`config.mk`:
```
export PLATFORM = sky130hd
export DESIGN_NAME = igw_device_flat
export DESIGN_NICKNAME = d
export VERILOG_FILES = /design/src/igw_pkg.sv /design/src/igw_link_if.sv /design/src/igw_device.sv /design/src/flat_wrapper.sv
export SDC_FILE = /design/constraint.sdc
export NUM_CORES = 1
export LEC_CHECK = 0
export CORE_MARGIN = 2
export CORE_UTILIZATION = 40
export CTS_CLUSTER_DIAMETER = 60
export DETAILED_ROUTE_END_ITERATION = 6
export DONT_BUFFER_PORTS = 1
export PLACE_DENSITY_LB_ADDON = 0.25
export SLEW_MARGIN = 20
export SYNTH_ARGS = -nofsm -noshare
export SYNTH_HDL_FRONTEND = slang
export SYNTH_SLANG_ARGS = --single-unit
```
`constraint.sdc`:
```
create_clock -name mclk_i -period 4.64 [get_ports mclk_i]
set_input_delay 0.232 -clock mclk_i [delete_from_list [all_inputs] [get_ports mclk_i]]
set_output_delay 0.232 -clock mclk_i [all_outputs]
set_load 0.05 [all_outputs]
```
`src/igw_pkg.sv`:
```
/*
  Shared constants for the isolator gate enable and watchdog block.
  Assumes a single 200 MHz clock shared by device and controller ends.
*/
package igw_pkg;
  // Clock and watchdog timing
  localparam int unsigned CLK_MHZ        = 200;
  localparam int unsigned WD_DEFAULT_MS  = 1310;
  localparam longint unsigned WD_DEFAULT_CYC =
    longint'(WD_DEFAULT_MS) * 1000 * CLK_MHZ;
  // Register addresses on the link (5-bit)
  localparam logic [4:0] ADR_STATUS0   = 5'h00;
  localparam logic [4:0] ADR_ENDIS1    = 5'h01;
  localparam logic [4:0] ADR_ENDIS2    = 5'h02;
  localparam logic [4:0] ADR_CONFIG1   = 5'h03;
  localparam logic [4:0] ADR_OCTCFG    = 5'h04;
  // ENABLE/DISABLE_1 fields
  localparam int BIT_BRG_ON   = 0;
  localparam int BIT_BRG_OFF  = 1;
  localparam int BIT_REV_ON   = 2;
  localparam int BIT_REV_OFF  = 3;
  localparam int BIT_PH_ON    = 4;  // 4..6 phases a,b,c
  localparam int BIT_PH_OFF   = 7;  // 7..9 phases a,b,c
  localparam int BIT_WD_EN    = 10;
  localparam int BIT_CP_EN    = 11;
  localparam int BIT_TMR_EN   = 12;
  localparam logic [15:0] ENDIS1_RST = 16'h0400;
  // ENABLE/DISABLE_2 fields
  localparam int BIT_BRG_OC_ACT = 0;
  localparam logic [15:0] ENDIS2_RST = 16'h0000;
  // STATUS_0 fields
  localparam int BIT_F_WD      = 0;
  localparam int BIT_F_OC      = 1;
  localparam int BIT_F_UV_BRG  = 2;
  localparam int BIT_F_UV_REV  = 3;
  localparam int BIT_F_UV_PH   = 4;  // 4..6
  // CONFIG_1 and timer config fields
  localparam logic [15:0] CONFIG1_RST = 16'h0000;
  localparam logic [15:0] OCTCFG_RST  = 16'h0000;
  localparam int WD_PER_LSB  = 0;
  localparam int TMR_CNT_LSB = 0;
  localparam int TMR_PRE_LSB = 8;
  // Link command word layout
  localparam int LINK_W = 22;
endpackage : igw_pkg

```
`src/igw_link_if.sv`:
```
/*
  Word-level link between controller and device.
  Assumes both ends run on the same clock; one word per strobe.
*/
interface igw_link_if;
  logic        req;
  logic        wr;
  logic [4:0]  addr;
  logic [15:0] wdata;
  logic        rvalid;
  logic [15:0] rdata;
  modport device (input req, wr, addr, wdata, output rvalid, rdata);
  modport ctrl   (output req, wr, addr, wdata, input rvalid, rdata);
endinterface : igw_link_if

```
`src/igw_device.sv`:
```
/*
  Device end: control registers, gate outputs, watchdog, fault flags and
  overcurrent timer.
  Assumes link requests and analog fault inputs; fault inputs are async.
*/
// Summary of operation
// - Zero action bits: gates follow control bits only
// - Host: bridge on is on=1, off=0
// - Host: bridge off is on=0, off=0
// - Host: reverse on is on=1, off=0
// - Host: reverse off is on=0, off=0
// - Host: phase on is on=1, off=0
// - Host: phase off is on=0, off=1
// - Gate undervoltage inputs raise per-driver flags only while that gate is on
// - Host polls undervoltage flags while gate on
// - Watchdog enabled at reset, 1310 ms period
// - No transaction within 1310 ms gives timeout
// - Gap beyond timeout raises watchdog fault
// - Watchdog enable resets to one
// - Host disables watchdog by write then read
// - Watchdog fault latched until written one
// - Three-bit period field always writable
// - Charge pump enable resets zero, runs when set
// - Fault action bits reset to zero
// - Overcurrent timer lasts 4^p*(n+1) clocks
// - Host: timer enable with bridge on and off
// - Host clears fault and retries while charging
// - Status flags clear by writing one
// - Action bit set: overcurrent turns bridge off
// - Action bit clear: flag only, gates unchanged
module igw_device #(
  parameter longint unsigned WD_BASE_CYC = igw_pkg::WD_DEFAULT_CYC
) (
  // Clock and reset
  input  wire logic   mclk_i,
  input  wire logic   nrst_i,
  // Link
  igw_link_if.device  link,
  // Analog monitor inputs
  input  wire logic   bridge_oc_i,
  input  wire logic   bridge_gate_uv_i,
  input  wire logic   reverse_gate_uv_i,
  input  wire logic [2:0] phase_gate_uv_i,
  // Gate and status outputs
  output logic        bridge_gate_output_o,
  output logic        reverse_gate_output_o,
  output logic [2:0]  phase_gate_output_o,
  output logic        charge_pump_run_o,
  output logic        diagnostic_pin_n_o
);
  localparam int NF = 6;

  // Synchroniser for async fault inputs
  logic [NF-1:0] raw, s1_q, s2_q;
  assign raw = {phase_gate_uv_i, reverse_gate_uv_i, bridge_gate_uv_i,
                bridge_oc_i};
  always_ff @(posedge mclk_i or negedge nrst_i) begin
    if (!nrst_i) begin
      s1_q <= '0;
      s2_q <= '0;
    end else begin
      s1_q <= raw;
      s2_q <= s1_q;
    end
  end
  logic oc_s;
  logic [2:0] uv_ph_s;
  logic uv_brg_s, uv_rev_s;
  assign oc_s     = s2_q[0];
  assign uv_brg_s = s2_q[1];
  assign uv_rev_s = s2_q[2];
  assign uv_ph_s  = s2_q[5:3];

  function automatic longint unsigned wd_limit(input logic [2:0] p);
    wd_limit = WD_BASE_CYC >> p;
  endfunction : wd_limit

  function automatic logic [9:0] pre_len(input logic [1:0] p);
    pre_len = 10'h001 << (2 * p);
  endfunction : pre_len

  logic [15:0] endis1_q, endis1_d, endis2_q, endis2_d;
  logic [15:0] cfg1_q, cfg1_d, octc_q, octc_d;
  logic [15:0] stat_q, stat_d;
  logic        brg_q, brg_d, rev_q, rev_d;
  logic [2:0]  ph_q, ph_d;
  logic [31:0] wd_cnt_q, wd_cnt_d;
  logic [9:0]  pre_q, pre_d;
  logic [7:0]  tmr_q, tmr_d;
  logic        tmr_run_q, tmr_run_d;
  logic        rv_q, rv_d;
  logic [15:0] rd_q, rd_d;
  logic        wr_ev;

  assign wr_ev = link.req & link.wr;

  always_comb begin
    endis1_d = endis1_q;
    endis2_d = endis2_q;
    cfg1_d   = cfg1_q;
    octc_d   = octc_q;
    stat_d   = stat_q;
    brg_d    = brg_q;
    rev_d    = rev_q;
    ph_d     = ph_q;
    wd_cnt_d = wd_cnt_q;
    pre_d    = pre_q;
    tmr_d    = tmr_q;
    tmr_run_d = tmr_run_q;
    rv_d     = link.req & ~link.wr;
    rd_d     = 16'h0000;
    if (link.req & ~link.wr) begin
      case (link.addr)
        igw_pkg::ADR_STATUS0: rd_d = stat_q;
        igw_pkg::ADR_ENDIS1:  rd_d = endis1_q;
        igw_pkg::ADR_ENDIS2:  rd_d = endis2_q;
        igw_pkg::ADR_CONFIG1: rd_d = cfg1_q;
        igw_pkg::ADR_OCTCFG:  rd_d = octc_q;
        default:              rd_d = 16'h0000;
      endcase
    end
    // Status clear by writing one; hardware set below wins
    if (wr_ev && link.addr == igw_pkg::ADR_STATUS0)
      stat_d = stat_q & ~link.wdata;
    if (wr_ev) begin
      case (link.addr)
        igw_pkg::ADR_ENDIS1: begin
          endis1_d = link.wdata;
          // Gate control from on/off pairs
          if (link.wdata[igw_pkg::BIT_BRG_ON])
            brg_d = 1'b1;
          else if (!link.wdata[igw_pkg::BIT_BRG_OFF])
            brg_d = 1'b0;
          if (link.wdata[igw_pkg::BIT_REV_ON] &&
              !link.wdata[igw_pkg::BIT_REV_OFF])
            rev_d = 1'b1;
          else if (!link.wdata[igw_pkg::BIT_REV_ON] &&
                   !link.wdata[igw_pkg::BIT_REV_OFF])
            rev_d = 1'b0;
          for (int i = 0; i < 3; i++) begin
            if (link.wdata[igw_pkg::BIT_PH_ON+i] &&
                !link.wdata[igw_pkg::BIT_PH_OFF+i])
              ph_d[i] = 1'b1;
            else if (!link.wdata[igw_pkg::BIT_PH_ON+i] &&
                     link.wdata[igw_pkg::BIT_PH_OFF+i])
              ph_d[i] = 1'b0;
          end
          // Timed charging start
          if (link.wdata[igw_pkg::BIT_TMR_EN] &&
              link.wdata[igw_pkg::BIT_BRG_ON]) begin
            tmr_run_d = 1'b1;
            tmr_d     = octc_q[igw_pkg::TMR_CNT_LSB +: 8];
            pre_d     = pre_len(octc_q[igw_pkg::TMR_PRE_LSB +: 2]);
          end
        end
        igw_pkg::ADR_ENDIS2:  endis2_d = link.wdata;
        igw_pkg::ADR_CONFIG1: cfg1_d = link.wdata;
        igw_pkg::ADR_OCTCFG:  octc_d = link.wdata;
        default: ;
      endcase
    end
    // Overcurrent timer: 4^p*(n+1) clocks
    if (tmr_run_q) begin
      if (pre_q > 10'h001) begin
        pre_d = pre_q - 10'h001;
      end else begin
        pre_d = pre_len(octc_q[igw_pkg::TMR_PRE_LSB +: 2]);
        if (tmr_q == 8'h00)
          tmr_run_d = 1'b0;
        else
          tmr_d = tmr_q - 8'h01;
      end
    end
    // Overcurrent fault: flag always, gate only with action bit
    if (tmr_run_q && tmr_q == 8'h00 && pre_q <= 10'h001) begin
      stat_d[igw_pkg::BIT_F_OC] = 1'b1;
      if (endis2_q[igw_pkg::BIT_BRG_OC_ACT])
        brg_d = 1'b0;
    end
    if (oc_s) begin
      stat_d[igw_pkg::BIT_F_OC] = 1'b1;
      if (endis2_q[igw_pkg::BIT_BRG_OC_ACT])
        brg_d = 1'b0;
    end
    // Gate undervoltage flags
    if (uv_brg_s && brg_q) stat_d[igw_pkg::BIT_F_UV_BRG] = 1'b1;
    if (uv_rev_s && rev_q) stat_d[igw_pkg::BIT_F_UV_REV] = 1'b1;
    for (int i = 0; i < 3; i++)
      if (uv_ph_s[i] && ph_q[i]) stat_d[igw_pkg::BIT_F_UV_PH+i] = 1'b1;
    // Watchdog
    if (link.req || !endis1_q[igw_pkg::BIT_WD_EN]) begin
      wd_cnt_d = 32'h0000_0000;
    end else if (64'(wd_cnt_q) + 64'd1 >=
                 wd_limit(cfg1_q[igw_pkg::WD_PER_LSB +: 3])) begin
      stat_d[igw_pkg::BIT_F_WD] = 1'b1;
      wd_cnt_d = 32'h0000_0000;
    end else begin
      wd_cnt_d = wd_cnt_q + 32'h0000_0001;
    end
  end

  always_ff @(posedge mclk_i or negedge nrst_i) begin
    if (!nrst_i) begin
      endis1_q  <= igw_pkg::ENDIS1_RST;
      endis2_q  <= igw_pkg::ENDIS2_RST;
      cfg1_q    <= igw_pkg::CONFIG1_RST;
      octc_q    <= igw_pkg::OCTCFG_RST;
      stat_q    <= 16'h0000;
      brg_q     <= 1'b0;
      rev_q     <= 1'b0;
      ph_q      <= 3'h0;
      wd_cnt_q  <= 32'h0000_0000;
      pre_q     <= 10'h001;
      tmr_q     <= 8'h00;
      tmr_run_q <= 1'b0;
      rv_q      <= 1'b0;
      rd_q      <= 16'h0000;
      charge_pump_run_o     <= 1'b0;
      diagnostic_pin_n_o    <= 1'b1;
    end else begin
      endis1_q  <= endis1_d;
      endis2_q  <= endis2_d;
      cfg1_q    <= cfg1_d;
      octc_q    <= octc_d;
      stat_q    <= stat_d;
      brg_q     <= brg_d;
      rev_q     <= rev_d;
      ph_q      <= ph_d;
      wd_cnt_q  <= wd_cnt_d;
      pre_q     <= pre_d;
      tmr_q     <= tmr_d;
      tmr_run_q <= tmr_run_d;
      rv_q      <= rv_d;
      rd_q      <= rd_d;
      charge_pump_run_o  <= endis1_q[igw_pkg::BIT_CP_EN];
      diagnostic_pin_n_o <= ~(|stat_q);
    end
  end

  assign bridge_gate_output_o  = brg_q;
  assign reverse_gate_output_o = rev_q;
  assign phase_gate_output_o   = ph_q;
  assign link.rvalid = rv_q;
  assign link.rdata  = rd_q;
endmodule : igw_device

```
`src/flat_wrapper.sv`:
```
// flat-port wrapper written by rule: the top's interface ports become plain ports
module igw_device_flat 
#(
  parameter longint unsigned WD_BASE_CYC = igw_pkg::WD_DEFAULT_CYC
)
  (mclk_i, nrst_i, bridge_oc_i, bridge_gate_uv_i, reverse_gate_uv_i, phase_gate_uv_i, bridge_gate_output_o, reverse_gate_output_o, phase_gate_output_o, charge_pump_run_o, diagnostic_pin_n_o, link_req, link_wr, link_addr, link_wdata, link_rvalid, link_rdata);
  igw_link_if link_i ();
  input  wire logic mclk_i;
  input  wire logic nrst_i;
  input  wire logic bridge_oc_i;
  input  wire logic bridge_gate_uv_i;
  input  wire logic reverse_gate_uv_i;
  input  wire logic [2:0] phase_gate_uv_i;
  output logic bridge_gate_output_o;
  output logic reverse_gate_output_o;
  output logic [2:0] phase_gate_output_o;
  output logic charge_pump_run_o;
  output logic diagnostic_pin_n_o;
  input wire logic [$bits(link_i.req)-1:0] link_req;
  input wire logic [$bits(link_i.wr)-1:0] link_wr;
  input wire logic [$bits(link_i.addr)-1:0] link_addr;
  input wire logic [$bits(link_i.wdata)-1:0] link_wdata;
  output wire logic [$bits(link_i.rvalid)-1:0] link_rvalid;
  output wire logic [$bits(link_i.rdata)-1:0] link_rdata;
  assign link_i.req = link_req;
  assign link_i.wr = link_wr;
  assign link_i.addr = link_addr;
  assign link_i.wdata = link_wdata;
  assign link_rvalid = link_i.rvalid;
  assign link_rdata = link_i.rdata;
  igw_device #(.WD_BASE_CYC(WD_BASE_CYC)) u_core (.mclk_i(mclk_i), .nrst_i(nrst_i), .link(link_i), .bridge_oc_i(bridge_oc_i), .bridge_gate_uv_i(bridge_gate_uv_i), .reverse_gate_uv_i(reverse_gate_uv_i), .phase_gate_uv_i(phase_gate_uv_i), .bridge_gate_output_o(bridge_gate_output_o), .reverse_gate_output_o(reverse_gate_output_o), .phase_gate_output_o(phase_gate_output_o), .charge_pump_run_o(charge_pump_run_o), .diagnostic_pin_n_o(diagnostic_pin_n_o));
endmodule
```
==> flow_summary.ini, run 1 <==
[global_routing]
grt_start_max_net_pins = 168
grt_pass1_vias = 6057
grt_pass1_wl_um = 31870
grt_antenna_before_repair = 0
grt_util_all_layers_pct = 18.68
grt.overflow.total = 0

[synthesis]
synthMuxAreaShare_pct = 8.349
ys_ff_latch = 167
ys_types = 62
synth_top_area_share_pct = 50.81
synth_top_flop_cell = dfrtp_1
synthArstFlopShare_pct = 100.0
synth_top_cell_by_area = dfrtp_1
yosys.area_share.simple_pct = 15.50
synth_top_family_by_area = simple AND/OR/NAND/NOR gates
synth-adder-area-share_pct = 6.351
ys_seq_area_share_pct = 51.78
synth-edff-count = 0
synthTopCellsByArea = dfrtp_1 (51%), mux2_2 (8.2%), ha_1 (6.4%)
syn_area_per_cell_um2 = 11.23
synth_xor_xnor_area_share_pct = 2.928
synth_compound_area_share_pct = 12.72
synthCells = 719
netlist_area_um2 = 8078
ys_warn_count = 0

[pwr]
ir_worst_vdd_mv = 0.2416
p_per_area_nw_per_um2 = 399.7
cellLeakagePower_nw = 4.207

[timing]
slew_violations = 0
finalClockSkew_ns = 0.01106
finalHoldViolations = 0
tightestPinTransition_ns = 1.156
finalCriticalPeriod_ns = 4.099
fin_crit_sh_pct = 88.33
setup_violations = 0
fmax_mhz = 244.0
max_slew_margin_pct = 22.69
setup_tns_ns = 0
rsz0062_at_grt = no

[worst_setup_path]
worstPathRequired_ns = 4.96
critPathCaptureType = flip-flop
arrival_ns = 4.41
path_class = flip-flop to flip-flop
critPathLaunchType = flip-flop
cp_max_fo = 28

[cts]
clock-root-buffer = clkbuf_16
cts_tree = built
post_cts_buffers = 0
cts.clk_slew.worst_paths_ns = 0.07
clock_path_buffers = 2
h-tree-depth = 4
clock-sinks = 167
insertion_delay_ns = 0.43
cts_made_buffers = 17
cts-resized-gates = 0

[final_layout]
syn2layout_area_growth_pct = 14.68
design_area_um2 = 9264
nNetsFinal = 822
drive_above_1_share_pct = 17.69
final_util_pct = 47.14
diodes = 0

[drt]
wire_per_inst_um = 18.87
vias = 5816
dr.pass1.iters = 5
drc_errors = 0
drt_iter0_drc = 314
vias_per_cell = 5.658
routed_wl_um = 19390
drtAntennaViolNets = 0

[place]
postPlaceCellArea_um2 = 8374
place.gp.congestion = 0.8184
dpl.hpwl_um = 12850
port_buffers = 0

[floorplan]
io_pins = 55
die-area_um2 = 21350
rows = 51
design.core.area_um2 = 19650
initial_core_util_pct = 41.10
die_width_um = 146.1
die_y_um = 146.1

[outcome]
outcome = complete, no violations

[job]
cap_violations = 0

[worst_hold_path]
min_path_type = input pin to flip-flop
[through the flow]
stage / std cells / hold WS [ns] / total power, mW / setup WS [ns]
3_3_place_gp: 969 / -0.05556 / 2.221 / 0.7027
2_1_floorplan: 722 / -0.06359 / 2.126 / 1.177
3_5_place_dp: 969 / -0.05029 / 2.258 / 0.5782
6_report: 1028 / 0.03272 / 3.703 / 0.5413
5_1_grt: 1028 / 0.04780 / 3.889 / 0.2695
4_1_cts: 1028 / 0.02925 / 3.732 / 0.5479
[cells in the mapped netlist, drive strengths merged, types with 11 or more instances]
master,count
a21oi,43
a222oi,16
a22oi,17
clkbuf,21
dfrtp,164
ha,41
inv,18
mux2,59
nand2,62
nand3,15
nand4,13
nor2,44
nor2b,22
nor3,15
nor4,11
o21ai,25
xnor2,15
xor2,12
[cells in the final DEF (no fill, tap or decap), types with 9 or more instances in the layout]
cell,n
mux2_2,59
xnor2_1,15
buf_4,9
xor2_1,12
clkbuf_16,17
dfrtp_1,164
ha_1,41
a222oi_1,16
a21boi_0,9
nand3_1,13
nand2_1,62
a22oi_1,17
o21ai_0,24
inv_1,18
dlygate4sd3_1,26
nor3_1,12
nand4_1,13
a21oi_1,43
nor2_1,43
nor2b_2,16
[metal layers]
metal  track usage, %  up-vias  part of all wire (%)
met4            5.971        0                   2.2
met3            4.688       26                   5.0
li1                 -     2671                     -
met1            24.02     2981                    44
met2            31.11      138                    49
met5                0        -                     0
[sequential cells by signal, indices dropped and copies added (netlist names)]
signal,flops
u_core.tmr_run_q,1
u_core.link.rvalid,1
u_core.s2_q,6
u_core.link.rdata,16
u_core.bridge_gate_output_o,1
u_core.cfg1_q,16
u_core.phase_gate_output_o,3
u_core.octc_q,16
u_core.endis1_q,16
u_core.diagnostic_pin_n_o,1
u_core.s1_q,6
u_core.wd_cnt_q,32
u_core.charge_pump_run_o,1
u_core.stat_q,16
u_core.reverse_gate_output_o,1
u_core.pre_q,10
u_core.tmr_q,8
u_core.endis2_q,16
[cells by family (layout without fill, tap and decap cells)]
logic type,count (synthesis),after routing
simple gates,227,227
fa+ha+maj,41,41
other cells,1,4
xor+xnor,27,27
buf+inv,45,86
compound gates,151,151
flops,167,167
mux,60,60
[timing repair]
| item | 4_1_cts | 5_1_grt |
|---|---|---|
| endpoints found under the setup margin | 0 | 0 |
| endpoints found under the hold margin | 247 | 0 |
| hold buffers | 27 | 0 |
[final cells by class]
cell class,count,area [um2]
Clock buffer,17,425.4
Clock inverter,15,176.4
Fill cell,1863,10390
Inverter,18,67.56
Multi-Input combinational cell,510,3725
Sequential cell,167,4183
Tap cell,265,331.6
Timing Repair Buffer,36,355.3
[critical path: stages, from the launching register on]
cell and delay, ns:
dfrtp_1 0.42, ha_1 0.25, nand3_1 0.13, or4_1 0.71, nor2_1 0.21, xor2_1 0.10, ha_1 0.30, nand4_1 0.12
or4_1 0.53, a221oi_1 0.25, a2111o_1 0.20, a2111o_1 0.14, buf_4 0.37, and2b_1 0.24
[worst paths after layout]
check | slack [ns] | startpoint | to | cells after the start
worst min-delay path | 0.03 | link_wdata[7] | u_core.octc_q[7]$_DFFE_PN0P_ | 2
worst min register to register | 0.35 | u_core.s1_q[3]$_DFF_PN0_ | u_core.s2_q[3]$_DFF_PN0_ | 0
min in group asynchronous | 0.48 | nrst_i | u_core.wd_cnt_q[19]$_DFF_PN0_ | 2
worst max-delay path | 0.54 | u_core.wd_cnt_q[0]$_DFF_PN0_ | u_core.wd_cnt_q[3]$_DFF_PN0_ | 13
worst max register to register | 0.54 | u_core.wd_cnt_q[0]$_DFF_PN0_ | u_core.wd_cnt_q[3]$_DFF_PN0_ | 13
max in group asynchronous | 3.51 | nrst_i | u_core.bridge_gate_output_o$_DFF_PN0_ | 2
[where the power goes]
| part | internal (mW) | switching, mW |
|---|---|---|
| clock | 0.729 | 0.684 |
| combinational | 0.223 | 0.271 |
| sequential | 1.62 | 0.175 |
Note: power is estimated with default switching activity, not from simulation.
==> run 2: changes to the inputs <==
--- a/config.mk
+++ b/config.mk
@@ -5,7 +5,6 @@
 export SDC_FILE = /design/constraint.sdc
 export NUM_CORES = 1
 export LEC_CHECK = 0
-export CORE_MARGIN = 2
 export CORE_UTILIZATION = 40
 export CTS_CLUSTER_DIAMETER = 60
 export DETAILED_ROUTE_END_ITERATION = 6
==> flow_summary.ini, run 2 (synthesis results as in run 1) <==
[final_layout]
regMostFlops = u_core.wd_cnt_q
largest_reg_flops = 32
fin_cells = 1029
layout_common_cells = dfrtp_1 (164), nand2_1 (62), mux2_2 (59), nor2_1 (43), a21oi_1 (43)
syn2layout_area_growth_pct = 15.33
layout_commonest_cell = dfrtp_1
drive_above_1_share_pct = 17.80
nNetsFinal = 823
design_area_um2 = 9316
diodes = 0

[job]
cap_violations = 0

[cts]
clock_path_buffers = 2
cts_tree = built
insertion_delay_ns = 0.43
clock-sinks = 167
clock-root-buffer = clkbuf_16
h-tree-depth = 4
post_cts_buffers = 0
cts.clk_slew.worst_paths_ns = 0.08
cts_made_buffers = 17
cts-resized-gates = 0
hold_buffers = 27

[worst_setup_path]
slowest_delay_ns = 0.72
rr_worst_depth = 14
worstPathRequired_ns = 5.01
timing.rr.start = u_core.wd_cnt_q[0]$_DFF_PN0_
path_class = flip-flop to flip-flop
crit_chain = ha_1 -> nand3_1 -> or4_1 -> nor3_1 -> and4_1 -> xor2_1 -> ha_1 -> nand4_1 -> nor2_1 -> a2bb2oi_1 -> o311ai_0 -> a2111o_1 -> buf_4 -> and2b_1
rrSetupSlack_ns = 0.60
arrival_ns = 4.41
critPathLaunchType = flip-flop
crit_top_cell = ha_1
cp_max_fo = 23
cpMaxStageDelayCell = or4_1
critPathCaptureType = flip-flop
r2r-end = u_core.wd_cnt_q[7]$_DFF_PN0_

[timing]
tightestPinTransition_ns = 1.089
setup_violations = 0
setup_tns_ns = 0
finalHoldViolations = 0
fin_crit_sh_pct = 87.08
finalCriticalPeriod_ns = 4.040
worst_hold_slack_ns = 0.03356
rsz0062_at_grt = no
finalClockSkew_ns = 0.009044
max_slew_margin_pct = 27.23
fmax_mhz = 247.5
slew_violations = 0

[floorplan]
die-area_um2 = 20770
die_width_um = 144.1
die_y_um = 144.1
io_pins = 55
design.core.area_um2 = 19650
rows = 51
initial_core_util_pct = 41.10

[drt]
drt_iter0_drc = 355
drc_errors = 0
wire_per_inst_um = 18.67
dr.pass1.iters = 6
drtAntennaViolNets = 0
vias = 5773
routed_wl_um = 19210
vias_per_cell = 5.610

[worst_hold_path]
min_path_type = input pin to flip-flop
hold_depth = 2
hold-path-endpoint = u_core.endis1_q[7]$_DFFE_PN0P_
hold_start = link_wdata[7]

[place]
port_buffers = 0
postPlaceCellArea_um2 = 8382
place.gp.congestion = 0.8363
placed_cells = 970
dpl.hpwl_um = 12690

[global_routing]
grt_pass1_wl_um = 31520
grt.overflow.total = 0
grt_pass1_vias = 5862
grt_antenna_before_repair = 0
grt_start_max_net_pins = 168
grt_util_all_layers_pct = 20.08

[pwr]
cellLeakagePower_nw = 4.225
power_mw = 3.770
ir_worst_vdd_mv = 0.2725
p_per_area_nw_per_um2 = 404.7

[outcome]
outcome = complete, no violations
[run 2: cell count changes in the layout (fill, tap and decap cells not counted)]
cell and change:
clkinv_8 +3, clkinv_2 -1, inv_8 -4, inv_12 +1, bufinv_16 +1, buf_4 +1
[run 2: report_power, final]
group	switching (mW)	internal, mW
clock	0.690	0.790
sequential	0.173	1.62
combinational	0.272	0.223
total	1.14	2.63
[run 2: critical path: cells and delay by family (launching register included)]
kind,cells,cell delay [ns]
and+or+nand+nor,7,1.87
xor gates and xnor gates,1,0.23
DFF,1,0.41
buffers and inverters,1,0.24
adders and majority gates,2,0.51
AOI/OAI and AO/OA,3,0.71
[run 2: through the flow]
stage               setup slack [ns]  utilization (%)
finish                        0.5995            47.40
global route                  0.1680            47.40
CTS                           0.6101            47.40
detailed placement            0.6362            42.65
global placement              0.7359            42.65
floorplan                      1.177                -
[run 2: worst max path at each step]
stage                                       from                             to  cells past startpoint
global placement    u_core.wd_cnt_q[0]$_DFF_PN0_   u_core.wd_cnt_q[6]$_DFF_PN0_                     13
CTS                 u_core.wd_cnt_q[0]$_DFF_PN0_   u_core.wd_cnt_q[7]$_DFF_PN0_                     14
finish              u_core.wd_cnt_q[0]$_DFF_PN0_   u_core.wd_cnt_q[7]$_DFF_PN0_                     14
floorplan           u_core.wd_cnt_q[0]$_DFF_PN0_  u_core.wd_cnt_q[21]$_DFF_PN0_                     15
detailed placement  u_core.wd_cnt_q[0]$_DFF_PN0_   u_core.wd_cnt_q[5]$_DFF_PN0_                     14
global route        u_core.wd_cnt_q[0]$_DFF_PN0_   u_core.wd_cnt_q[7]$_DFF_PN0_                     14
[run 2: cell type report]
| cell class | count | area, um2 |
|---|---|---|
| sequential | 167 | 4183 |
| timing repair buffer | 37 | 362.8 |
| fill | 1810 | 10340 |
| clock inverter | 15 | 221.5 |
| clock buffer | 17 | 425.4 |
| tap | 265 | 331.6 |
| inverter | 18 | 67.56 |
| multi-input combinational | 510 | 3725 |
[run 2: per-layer routing]
| metal | vias up | GRT usage [%] | part of all wire (%) |
|---|---|---|---|
| met5 | - | 0 | 0 |
| met4 | 0 | 6.775 | 1.3 |
| met3 | 19 | 4.636 | 5.0 |
| met2 | 130 | 31.78 | 48 |
| met1 | 2938 | 27.02 | 45 |
| li1 | 2686 | - | - |
==> run 3: changes to the inputs <==
--- a/config.mk
+++ b/config.mk
@@ -9,8 +9,7 @@
 export CTS_CLUSTER_DIAMETER = 60
 export DETAILED_ROUTE_END_ITERATION = 6
 export DONT_BUFFER_PORTS = 1
-export PLACE_DENSITY_LB_ADDON = 0.25
-export SLEW_MARGIN = 20
+export PLACE_DENSITY = 0.52
 export SYNTH_ARGS = -nofsm -noshare
 export SYNTH_HDL_FRONTEND = slang
 export SYNTH_SLANG_ARGS = --single-unit
==> flow_summary.ini, run 3 (synthesis results as in run 1) <==
[outcome]
outcome = complete, no violations

[global_routing]
grt_antenna_before_repair = 1
grt_start_max_net_pins = 168
grt.overflow.total = 0
grt_pass1_wl_um = 31420
grt_pass1_vias = 5681
grt_util_all_layers_pct = 20.28

[cts]
cts.clk_slew.worst_paths_ns = 0.08
clock_path_buffers = 2
insertion_delay_ns = 0.44
clock-root-buffer = clkbuf_16
clock-sinks = 167
cts_made_buffers = 17
h-tree-depth = 4
cts_tree = built
cts-resized-gates = 0

[worst_setup_path]
timing.rr.start = u_core.wd_cnt_q[0]$_DFF_PN0_
rrSetupSlack_ns = 0.45
arrival_ns = 4.55
cp_max_fo = 16
critPathCaptureType = flip-flop
path_class = flip-flop to flip-flop
worstPathRequired_ns = 5.00
critPathLaunchType = flip-flop
rr_worst_depth = 14
r2r-end = u_core.wd_cnt_q[15]$_DFF_PN0_

[pwr]
p_per_area_nw_per_um2 = 400.5
power_mw = 3.729
cellLeakagePower_nw = 4.231
ir_worst_vdd_mv = 0.2768

[floorplan]
rows = 51
die-area_um2 = 20770
die_y_um = 144.1
initial_core_util_pct = 41.10
design.core.area_um2 = 19650
io_pins = 55
die_width_um = 144.1

[place]
postPlaceCellArea_um2 = 8402
dpl.hpwl_um = 12760
post-place-ws_ns = 0.4431
place.gp.congestion = 0.8333
port_buffers = 0
placed_cells = 971

[final_layout]
layout_common_cells = dfrtp_1 (164), nand2_1 (62), mux2_2 (59), nor2_1 (43), a21oi_1 (43)
drive_above_1_share_pct = 17.91
fin_cells = 1030
largest_reg_flops = 32
syn2layout_area_growth_pct = 15.27
layout_commonest_cell = dfrtp_1
nNetsFinal = 824
diodes = 0
regMostFlops = u_core.wd_cnt_q
design_area_um2 = 9311
final_util_pct = 47.38

[timing]
finalClockSkew_ns = 0.01193
slew_violations = 0
finalCriticalPeriod_ns = 4.185
tightestPinTransition_ns = 1.074
rsz0062_at_grt = no
worst_hold_slack_ns = 0.04637
setup_tns_ns = 0
fin_crit_sh_pct = 90.20
max_slew_margin_pct = 28.22
finalHoldViolations = 0
setup_violations = 0
fmax_mhz = 238.9
fin_ws_ns = 0.4547

[drt]
top_layer = met4
wl_met1_um = 9181
drt_iter0_drc = 351
drc_errors = 0
vias = 5735
vias_per_cell = 5.568
drtAntennaViolNets = 0
wire_per_inst_um = 18.87
met3_length_um = 959
routed_wl_um = 19440
dr.pass1.iters = 6
wl_met2_um = 8905

[worst_hold_path]
hold_depth = 2
min_path_type = input pin to flip-flop
hold_start = link_wdata[7]
hold-path-endpoint = u_core.cfg1_q[7]$_DFFE_PN0P_

[job]
cap_violations = 0
run 3: worst max-delay path: stages (launching register included):
cell and delay, ns:
dfrtp_1 0.42, ha_1 0.25, nand3_1 0.11, or4_1 0.70, nor3_1 0.34, and4_1 0.25, xor2_1 0.22, ha_1 0.27
nand4_1 0.12, nor2_1 0.05, a2bb2oi_1 0.12, o311ai_0 0.21, a2111o_1 0.67, buf_4 0.27, nor2b_2 0.11
run 3: layout make-up:
class	instances	area, um2
Clock buffer	17	425.4
Clock inverter	15	196.4
Fill cell	1854	10340
Inverter	18	67.56
Multi-Input combinational cell	510	3725
Sequential cell	167	4183
Tap cell	265	331.6
Timing Repair Buffer	38	382.9
run 3: repair_timing:
action                    CTS  global route
hold endpoints to repair  247             0
buffers inserted            0             0
hold buffers               27             0
run 3: how the worst max path moves through the flow:
stage	cells after the start	end	start
after floorplan	15	u_core.wd_cnt_q[21]$_DFF_PN0_	u_core.wd_cnt_q[0]$_DFF_PN0_
after global placement	13	u_core.wd_cnt_q[14]$_DFF_PN0_	u_core.wd_cnt_q[0]$_DFF_PN0_
after detailed placement	13	u_core.wd_cnt_q[15]$_DFF_PN0_	u_core.wd_cnt_q[0]$_DFF_PN0_
after CTS	13	u_core.wd_cnt_q[15]$_DFF_PN0_	u_core.wd_cnt_q[0]$_DFF_PN0_
after global routing	14	u_core.wd_cnt_q[15]$_DFF_PN0_	u_core.wd_cnt_q[0]$_DFF_PN0_
final	14	u_core.wd_cnt_q[15]$_DFF_PN0_	u_core.wd_cnt_q[0]$_DFF_PN0_
run 3: power breakdown:
part,switching [mW],total (mW),internal (mW)
clock,0.706,1.45,0.741
sequential,0.172,1.79,1.62
combinational,0.266,0.489,0.223
total,1.14,3.73,2.59
run 3: layer usage:
metal  GRT usage, %  vias to the layer above
met2          30.54                      140
met1          28.61                     2891
met4          8.119                        0
li1               -                     2677
met5              0                        -
met3          3.907                       27
